$ cat src/core/pmc_pkg.sv
package pmc_pkg;
  // bit positions, protection_paging_control
  localparam int unsigned PpcProtEnBit = 0;
  localparam int unsigned PpcWriteProtBit = 16;
  localparam int unsigned PpcPagingEnBit = 31;
  // bit positions, architecture_extension_control
  localparam int unsigned AecLargePageBit = 4;
  localparam int unsigned AecPhysExtBit = 5;
  localparam int unsigned AecGlobalPageBit = 7;
  localparam int unsigned AecFpSaveBit = 9;
  localparam int unsigned AecSimdExcBit = 10;
  localparam int unsigned AecVirtBit = 13;
  localparam int unsigned AecSaferBit = 14;
  localparam int unsigned AecCtxIdBit = 17;
  // bit positions, extended_feature_enables
  localparam int unsigned EfeLongModeEnBit = 8;
  localparam int unsigned EfeLongModeActBit = 10;
  localparam int unsigned EfeNoExecBit = 11;
  // identification leaf 01H feature bits
  localparam int unsigned IdLargePageBit = 3;
  localparam int unsigned IdPhysExtBit = 6;
  localparam int unsigned IdGlobalPageBit = 13;
  localparam int unsigned IdAttrTableBit = 16;
  localparam int unsigned IdWideLargeBit = 17;
  localparam int unsigned IdCtxIdBit = 17;
  // reset values
  localparam logic [63:0] PpcReset = 64'h0000_0000_0000_0000;
  localparam logic [63:0] AecReset = 64'h0000_0000_0000_0000;
  localparam logic [63:0] EfeReset = 64'h0000_0000_0000_0000;
  localparam logic [31:0] IdEdxFeatures = 32'h0003_2048;
  localparam logic [31:0] IdEcxFeatures = 32'h0002_0000;
  // writable bits held by this block
  localparam logic [63:0] PpcWritable = 64'h0000_0000_8001_0001;
  localparam logic [63:0] AecWritable = 64'h0000_0000_0002_66b0;
  localparam logic [63:0] EfeWritable = 64'h0000_0000_0000_0900;
  localparam logic [7:0] TaskPriorityReset = 8'h00;

  typedef enum logic [1:0] {
    PMC_NONE = 2'b00,
    PMC_BIT32 = 2'b01,
    PMC_EXT = 2'b11,
    PMC_LONG = 2'b10
  } pmc_mode_e;

  typedef enum logic [2:0] {
    PMC_W_NONE = 3'h0,
    PMC_W_PPC = 3'h1,
    PMC_W_AEC = 3'h2,
    PMC_W_EFE = 3'h3,
    PMC_W_TPR = 3'h4
  } pmc_wsel_e;

  typedef enum logic [1:0] {
    PMC_INS_NONE = 2'b00,
    PMC_INS_SIMD = 2'b01,
    PMC_INS_EXEMPT = 2'b10,
    PMC_INS_SIMD_EXC = 2'b11
  } pmc_ins_e;
endpackage

$ cat src/core/pmc_mode_if.sv
`timescale 1ns/1ps
interface pmc_mode_if;
  logic pagingEn;
  logic physExt;
  logic longModeEn;
  pmc_pkg::pmc_mode_e mode;
  logic longModeAct;
  modport ctrl (output pagingEn, output physExt, output longModeEn, input mode, input longModeAct);
  modport dec (input pagingEn, input physExt, input longModeEn, output mode, output longModeAct);
endinterface

$ cat src/core/pmc_mode_decode.sv
`timescale 1ns/1ps
module pmc_mode_decode (
  pmc_mode_if.dec m
);
  always_comb begin
    unique case ({m.pagingEn, m.physExt, m.longModeEn})
      3'b100, 3'b101: m.mode = pmc_pkg::PMC_BIT32;
      3'b110: m.mode = pmc_pkg::PMC_EXT;
      3'b111: m.mode = pmc_pkg::PMC_LONG;
      default: m.mode = pmc_pkg::PMC_NONE;
    endcase
  end
  assign m.longModeAct = m.pagingEn & m.longModeEn;
endmodule

$ cat src/core/paging_mode_control_regs.sv
// Overview of operation
// - paging off: addresses pass untranslated, all paging modifier bits ignored
// - paging may be enabled only while protection is enabled
// - paging on, extension clear: 32-bit paging with write-protect, large, global
// - extension set, long mode off: extended paging with write-protect, global, no-exec
// - extension and long mode set: four-level paging with context ids too
// - long-mode-active always equals paging enable AND long mode enable
// - feature register writes never set the long-mode-active bit directly; it follows paging enable AND long mode enable
// - clearing extension while long paging active faults with error code zero
// - paging may be cleared unless context ids are enabled; extension toggles switch 32-bit and extended
// - clearing paging while context ids enabled raises protection fault
// - supervisor writes read-only pages only without write-protect; user never
// - large pages allowed in 32-bit paging only when large-page bit set
// - global translations shared across spaces only when global bit set
// - context ids may be set only while long mode is active
// - fp-save support set: save includes vector state, simd instructions run
// - fp-save support clear: simd instructions fault except exempt ones
// - unmasked simd exception goes to simd fault or invalid-opcode fault
// - extension bit 13 enables virtualization, bit 14 safer mode
// - long mode widens control registers; task priority register accessible
// - identification leaf reports large, extended, global, attribute, wide, ctx
`timescale 1ns/1ps
module paging_mode_control_regs (
  input wire logic clk,
  input wire logic rst,
  input wire logic wrValid,
  input wire logic [2:0] wrSel,
  input wire logic [63:0] wrData,
  input wire logic [1:0] privLevel,
  input wire logic accessWrite,
  input wire logic pageReadOnly,
  input wire logic pageLarge,
  input wire logic pageGlobal,
  input wire logic [1:0] insKind,
  input wire logic simdUnmasked,
  output logic [63:0] protectionPagingControl,
  output logic [63:0] architectureExtensionControl,
  output logic [63:0] extendedFeatureEnables,
  output logic [7:0] taskPriority,
  output logic [1:0] pagingMode,
  output logic translateOn,
  output logic generalProtectionFault,
  output logic invalidOpcodeFault,
  output logic simdFloatFault,
  output logic accessDenied,
  output logic virtEnabled,
  output logic saferEnabled,
  output logic fpStateSaveVector,
  output logic globalShareOk,
  output logic [31:0] idEdx,
  output logic [31:0] idEcx
);

  ////////////////////////////////////////////////////////////////////////////
  logic [63:0] ppc_q;
  logic [63:0] aec_q;
  logic [63:0] efe_q;
  logic [7:0] tpr_q;
  logic [63:0] ppc_d;
  logic [63:0] aec_d;
  logic [63:0] efe_d;
  logic wrFault;
  pmc_pkg::pmc_wsel_e sel;
  pmc_mode_if modeBus ();

  assign sel = pmc_pkg::pmc_wsel_e'(wrSel);
  assign modeBus.pagingEn = ppc_q[pmc_pkg::PpcPagingEnBit];
  assign modeBus.physExt = aec_q[pmc_pkg::AecPhysExtBit];
  assign modeBus.longModeEn = efe_q[pmc_pkg::EfeLongModeEnBit];

  pmc_mode_decode u_decode (
    .m(modeBus)
  );

  ////////////////////////////////////////////////////////////////////////////
  // write checks; a faulting write leaves every register untouched
  always_comb begin
    logic [63:0] unsupported;
    unsupported = 64'h0;
    ppc_d = ppc_q;
    aec_d = aec_q;
    efe_d = efe_q;
    wrFault = 1'b0;
    unsupported[pmc_pkg::AecLargePageBit] = ~pmc_pkg::IdEdxFeatures[pmc_pkg::IdLargePageBit];
    unsupported[pmc_pkg::AecPhysExtBit] = ~pmc_pkg::IdEdxFeatures[pmc_pkg::IdPhysExtBit];
    unsupported[pmc_pkg::AecGlobalPageBit] = ~pmc_pkg::IdEdxFeatures[pmc_pkg::IdGlobalPageBit];
    unsupported[pmc_pkg::AecCtxIdBit] = ~pmc_pkg::IdEcxFeatures[pmc_pkg::IdCtxIdBit];
    if (wrValid) begin
      unique case (sel)
        pmc_pkg::PMC_W_PPC: begin
          ppc_d = wrData & pmc_pkg::PpcWritable;
          if (ppc_d[pmc_pkg::PpcPagingEnBit] && !ppc_d[pmc_pkg::PpcProtEnBit]) begin
            wrFault = 1'b1;
          end
          if (!ppc_d[pmc_pkg::PpcPagingEnBit] && aec_q[pmc_pkg::AecCtxIdBit]) begin
            wrFault = 1'b1;
          end
        end
        pmc_pkg::PMC_W_AEC: begin
          aec_d = wrData & pmc_pkg::AecWritable;
          if (!aec_d[pmc_pkg::AecPhysExtBit] && modeBus.longModeAct) begin
            wrFault = 1'b1;
          end
          if (aec_d[pmc_pkg::AecCtxIdBit] && !aec_q[pmc_pkg::AecCtxIdBit]
              && !modeBus.longModeAct) begin
            wrFault = 1'b1;
          end
          if ((aec_d & unsupported) != 64'h0) begin
            wrFault = 1'b1;
          end
        end
        pmc_pkg::PMC_W_EFE: begin
          // active bit is rebuilt below, so the written value is dropped
          efe_d = wrData & pmc_pkg::EfeWritable;
        end
        default: begin
        end
      endcase
    end
    if (wrFault) begin
      ppc_d = ppc_q;
      aec_d = aec_q;
      efe_d = efe_q;
    end
    efe_d[pmc_pkg::EfeLongModeActBit] =
      ppc_d[pmc_pkg::PpcPagingEnBit] & efe_d[pmc_pkg::EfeLongModeEnBit];
  end

  ////////////////////////////////////////////////////////////////////////////
  always_ff @(posedge clk) begin
    if (rst) begin
      ppc_q <= pmc_pkg::PpcReset;
      aec_q <= pmc_pkg::AecReset;
      efe_q <= pmc_pkg::EfeReset;
    end else begin
      ppc_q <= ppc_d;
      aec_q <= aec_d;
      efe_q <= efe_d;
    end
  end

  // task priority writes take effect only with long mode active
  always_ff @(posedge clk) begin
    if (rst) begin
      tpr_q <= pmc_pkg::TaskPriorityReset;
    end else if (wrValid && sel == pmc_pkg::PMC_W_TPR && modeBus.longModeAct) begin
      tpr_q <= wrData[7:0];
    end
  end

  ////////////////////////////////////////////////////////////////////////////
  always_ff @(posedge clk) begin
    if (rst) begin
      protectionPagingControl <= pmc_pkg::PpcReset;
      architectureExtensionControl <= pmc_pkg::AecReset;
      extendedFeatureEnables <= pmc_pkg::EfeReset;
      taskPriority <= pmc_pkg::TaskPriorityReset;
      pagingMode <= pmc_pkg::PMC_NONE;
      translateOn <= 1'b0;
      virtEnabled <= 1'b0;
      saferEnabled <= 1'b0;
      fpStateSaveVector <= 1'b0;
      idEdx <= 32'h0;
      idEcx <= 32'h0;
    end else begin
      // outside long mode only the low halves of the protection and extension controls are visible
      protectionPagingControl <= modeBus.longModeAct ? ppc_q : {32'h0, ppc_q[31:0]};
      architectureExtensionControl <= modeBus.longModeAct ? aec_q : {32'h0, aec_q[31:0]};
      extendedFeatureEnables <= efe_q;
      taskPriority <= tpr_q;
      pagingMode <= modeBus.mode;
      translateOn <= modeBus.pagingEn;
      virtEnabled <= aec_q[pmc_pkg::AecVirtBit];
      saferEnabled <= aec_q[pmc_pkg::AecSaferBit];
      fpStateSaveVector <= aec_q[pmc_pkg::AecFpSaveBit];
      idEdx <= pmc_pkg::IdEdxFeatures;
      idEcx <= pmc_pkg::IdEcxFeatures;
    end
  end

  ////////////////////////////////////////////////////////////////////////////
  // fault pulses, one cycle after the causing request
  always_ff @(posedge clk) begin
    if (rst) begin
      generalProtectionFault <= 1'b0;
    end else begin
      generalProtectionFault <= wrFault;
    end
  end

  always_ff @(posedge clk) begin
    if (rst) begin
      invalidOpcodeFault <= 1'b0;
      simdFloatFault <= 1'b0;
    end else begin
      invalidOpcodeFault <= 1'b0;
      simdFloatFault <= 1'b0;
      unique case (pmc_pkg::pmc_ins_e'(insKind))
        pmc_pkg::PMC_INS_SIMD: begin
          invalidOpcodeFault <= ~aec_q[pmc_pkg::AecFpSaveBit];
          if (aec_q[pmc_pkg::AecFpSaveBit] && simdUnmasked) begin
            simdFloatFault <= aec_q[pmc_pkg::AecSimdExcBit];
            invalidOpcodeFault <= ~aec_q[pmc_pkg::AecSimdExcBit];
          end
        end
        pmc_pkg::PMC_INS_SIMD_EXC: begin
          simdFloatFault <= simdUnmasked & aec_q[pmc_pkg::AecSimdExcBit];
          invalidOpcodeFault <= simdUnmasked & ~aec_q[pmc_pkg::AecSimdExcBit];
        end
        default: begin
          // exempt instructions never fault on the support bit
        end
      endcase
    end
  end

  ////////////////////////////////////////////////////////////////////////////
  // page access check; modifier bits only matter with paging on
  always_ff @(posedge clk) begin
    if (rst) begin
      accessDenied <= 1'b0;
      globalShareOk <= 1'b0;
    end else if (!modeBus.pagingEn) begin
      accessDenied <= 1'b0;
      globalShareOk <= 1'b0;
    end else begin
      accessDenied <= (accessWrite && pageReadOnly &&
                       (privLevel == 2'h3 || ppc_q[pmc_pkg::PpcWriteProtBit]))
                      || (pageLarge && modeBus.mode == pmc_pkg::PMC_BIT32 &&
                          !aec_q[pmc_pkg::AecLargePageBit]);
      globalShareOk <= pageGlobal && aec_q[pmc_pkg::AecGlobalPageBit];
    end
  end

  // table base loading is left to software; this block holds no table base
endmodule

$ cat config.mk
export PLATFORM = sky130hd
export DESIGN_NAME = paging_mode_control_regs
export DESIGN_NICKNAME = d
export VERILOG_FILES = /design/src/core/pmc_pkg.sv /design/src/core/pmc_mode_if.sv /design/src/core/pmc_mode_decode.sv /design/src/core/paging_mode_control_regs.sv
export SDC_FILE = /design/constraint.sdc
export NUM_CORES = 1
export LEC_CHECK = 0
export BUFFER_PORTS_ARGS = -buffer_cell sky130_fd_sc_hd__buf_2
export CELL_PAD_IN_SITES_DETAIL_PLACEMENT = 1
export CELL_PAD_IN_SITES_GLOBAL_PLACEMENT = 1
export CORE_AREA = 2 2 139 141
export CTS_CLUSTER_DIAMETER = 60
export CTS_CLUSTER_SIZE = 10
export DETAILED_ROUTE_END_ITERATION = 10
export DIE_AREA = 0 0 141 143
export PLACE_DENSITY = 0.74
export RECOVER_POWER = 25
export SYNTH_ARGS = -nofsm -noshare
export SYNTH_HDL_FRONTEND = slang
export SYNTH_SLANG_ARGS = --single-unit
$ cat constraint.sdc
create_clock -name clk -period 1.38 [get_ports clk]
set_input_delay 0.276 -clock clk [delete_from_list [all_inputs] [get_ports clk]]
set_output_delay 0.276 -clock clk [all_outputs]
set_load 0.02 [all_outputs]
==> summary.txt <==
Synthesis
  • Largest area contributor in the synthesized netlist: buf_4
  • Top-area cell type share of the netlist area: 51.4%
  • Count of distinct cell types in the synthesized netlist: 26
  • Area fraction in and, or, nand and nor cells after synthesis: 10.2%
  • Mux share of post-synthesis cell area: 7.25%
  • Ys flop type: dfxtp_1
  • Post-Synthesis Mean Instance Area: 8.93 µm²
  • Number of cells produced by synthesis: 402
  • Number of warnings reported in the yosys synthesis log: 0
  • Most frequent cell after synthesis: buf_4
  • Post-synth EDFFs: 0
  • Synthesis-stage register bit count: 52
  • Synthesized-area fraction occupied by adder cells: 0%
  • Post-synthesis share of cell area spent on xor and xnor gates: 0%
  • Top post-synthesis cells by area: buf_4, dfxtp_1, nor2b_1, mux2i_1, mux2_4
  • Post-synthesis instance area: 3590 µm²
  • Most used standard cells in the synthesized netlist: buf_4, dfxtp_1, nor2b_1
  • Asr flop ratio synth: 0%
  • Main combinational cell family by area after synthesis: buffers and inverters
  • Compound-gate portion of the synthesized area: 0.976%
  • Sequential cell area fraction in the yosys report: 29.0%

Timing
  • Largest clock skew in the final design: 4.16 ps
  • Remaining max-slew budget at the tightest pin: 57.0%
  • Final Hold Fails: 0
  • Max-slew violation count: 0
  • Sum Neg Setup Slack: -573 ps
  • PnR worst setup slack: -77.0 ps
  • RSZ-0062 raised after global routing: yes
  • Post-layout minimum cycle time: 1460 ps
  • Period utilisation layout: 106%
  • Actual transition at the worst max-transition pin: 646 ps
  • Max Fclk: 686 MHz
  • Final hold slack: 218 ps
  • Final count of negative-setup-slack endpoints: 10

Clock network
  • H-Tree Depth: 2
  • CTS tree: built
  • Clock buffers created by TritonCTS: 5
  • CTS clk-pin slew, worst paths: 70 ps
  • Latest clock arrival within the worst-skew pair: 290 ps
  • Clock Root Buffer: clkbuf_16
  • Longest Clk Path Bufs: 2
  • Number of clock sinks: 52

Pwr
  • Combinational share of power: 20.8%
  • Net switching power of the design: 1.23 mW
  • Maximum vdd drop: 0.000434 V
  • Total power: 3.69 mW
  • Switching fraction of total power: 33.3%
  • Power per cell area: 1040 nW/µm²
  • Internal power: 2.46 mW
  • Part of the power in registers: 41.2%
  • Clock group share of total power: 38.0%
  • Leakage: 2.05 nW

Layout
  • # nets final: 556
  • Fill cell count: 2274
  • Area growth from synthesis to final layout: -1.39%
  • Post-route cell area: 3540 µm²
  • Final core area utilization: 19.1%
  • Fraction of layout cells with a size suffix above 1: 22.0%

Floorplanning
  • Die Y: 143 µm
  • Top-level port count: 354
  • Die Width: 141 µm
  • Total Die Area: 20200 µm²
  • Core area: 18600 µm²
  • Effective utilization at floorplan: 19.3%
  • Std cell rows: 50

Critical path
  • Highest net fanout along the worst path: 8
  • Endpoint required time on the critical path: 1550 ps
  • Critical register-to-register path endpoint: aec_q[13]
  • Capturing element type of the critical path: flop
  • R2R cell count: 4
  • Kind of critical path: reg2reg
  • Startpoint of the worst-slack reg-to-reg timing path: aec_q[17]
  • R2r setup slk: -80 ps
  • Data arrival time of the critical path: 1630 ps
  • Launching element type of the critical path: flop

Detailed routing
  • Total DRC errors in the routed layout: 0
  • Total wire length after detailed routing: 6510 µm
  • Vias: 1962
  • Violation count after the first detailed-route iteration: 25
  • Antenna-violating nets left: 0
  • Vias per Instance: 2.75
  • Number of detailed-route iterations in the first pass: 4
  • Detailed-route wire length per cell: 9.12 µm

Global routing
  • Pin count of the biggest net entering global routing: 21
  • Leftover overflow at the end of global routing: 0
  • Number of antenna violations at the first check in global routing: 2
  • GRT Resource Usage Total: 5.51%
  • Number of global-route vias before repair: 1561
  • First-pass GRT wire length: 8530 µm

Worst hold path
  • Launch point of the worst hold path: wrData[11]
  • Min-Delay Endpoint: efe_q[11]
  • Worst Hold Path Cells: 3
  • Path category of the worst min-delay check: in2reg

Placed design
  • Total placed instance area: 3360 µm²
  • DP Wirelength: 5540 µm
  • Weighted congestion reported at the end of routability-driven placement: 0.662
  • Buffers on Ports: 70

Status
  • Violations in the final reports: setup timing
  • Result of the run: finished with violations

Run
  • Max-capacitance violation count: 0
[state kept, by name, summed over array words and instances, names as in the netlist]
| register | count |
|---|---|
| taskPriority | 8 |
| generalProtectionFault | 1 |
| simdFloatFault | 1 |
| protectionPagingControl | 2 |
| idEdx | 1 |
| translateOn | 1 |
| accessDenied | 1 |
| invalidOpcodeFault | 1 |
| architectureExtensionControl | 8 |
| aec_q | 8 |
| pagingMode | 2 |
| globalShareOk | 1 |
| extendedFeatureEnables | 3 |
| efe_q | 3 |
| ppc_q | 3 |
| tpr_q | 8 |
[kinds of logic (layout without fill, tap and decap cells)]
kind of cell / count (synthesis) / after routing
AND/OR/NAND/NOR: 68 / 68
buffers and inverters: 254 / 95
other: 1 / 238
AO/OA/AOI/OAI: 5 / 5
multiplexers: 22 / 22
flip-flops: 52 / 52
[per-stage QoR]
stage / worst slack [ps] / cells
after detailed placement: -161 / 704
after CTS: -68.4 / 712
after floorplan: -23.1 / 637
after global routing: -123 / 712
final: -77.0 / 714
after global placement: -153 / 704
[repair_timing]
| item | CTS | global route |
|---|---|---|
| setup buffers | 0 | 1 |
| pin swaps | 2 | 2 |
| gates resized for setup | 3 | 2 |
| gates cloned | 0 | 0 |
| endpoints found under the setup margin | 16 | 16 |
| hold buffers | 0 | 0 |
[power groups by stage]
stage / sequential, mW / combinational [mW] / clock [mW]
final: 1.52 / 0.766 / 1.40
after global routing: 1.52 / 0.820 / 1.51
after CTS: 1.52 / 0.751 / 1.46
after detailed placement: 1.55 / 0.750 / 0
after global placement: 1.55 / 0.747 / 0
after floorplan: 1.56 / 1.15 / 0
[cell type report]
class / instances / area [µm²] / area share [%]
multi-input combinational: 331 / 1560 / 44.1
sequential: 52 / 1040 / 29.5
timing repair buffer: 84 / 463 / 13.1
tap: 234 / 293 / 8.27
clock buffer: 6 / 129 / 3.64
clock inverter: 2 / 35.0 / 0.989
inverter: 3 / 11.3 / 0.318
antenna: 2 / 5.00 / 0.141
[critical path, cell delays in order, from the launching register on]
cell      delay (ps)
dfxtp_2          330
nand2b_1         110
mux2i_1           90
or3_4            480
mux2_4           330
[how the worst max path moves through the flow]
stage                     from  slack, ps  depth (start not counted)         to
detailed placement    wrSel[2]       -160                          6  aec_q[14]
CTS                   efe_q[8]        -70                          5  aec_q[13]
floorplan             efe_q[8]        -20                          5  aec_q[10]
global route         aec_q[17]       -120                          4  aec_q[13]
finish               aec_q[17]        -80                          4  aec_q[13]
global placement    wrData[17]       -150                          6  aec_q[13]
[layer usage]
metal | track usage (%) | part of all wire (%)
met5 | 0 | 0.20
met4 | 1.58 | 1.0
met3 | 2.41 | 13
met2 | 10.3 | 52
met1 | 5.56 | 34
[placed cells by master (no fill, tap or decap), drive strengths merged, types with 8 or more instances in the layout]
cell type    n
buf         81
conb       236
mux2         8
nor2        17
nand2        8
mux2i       14
clkbuf       9
nor2b       32
dfxtp       52
No activity file was read; power rests on OpenSTA's default activity.
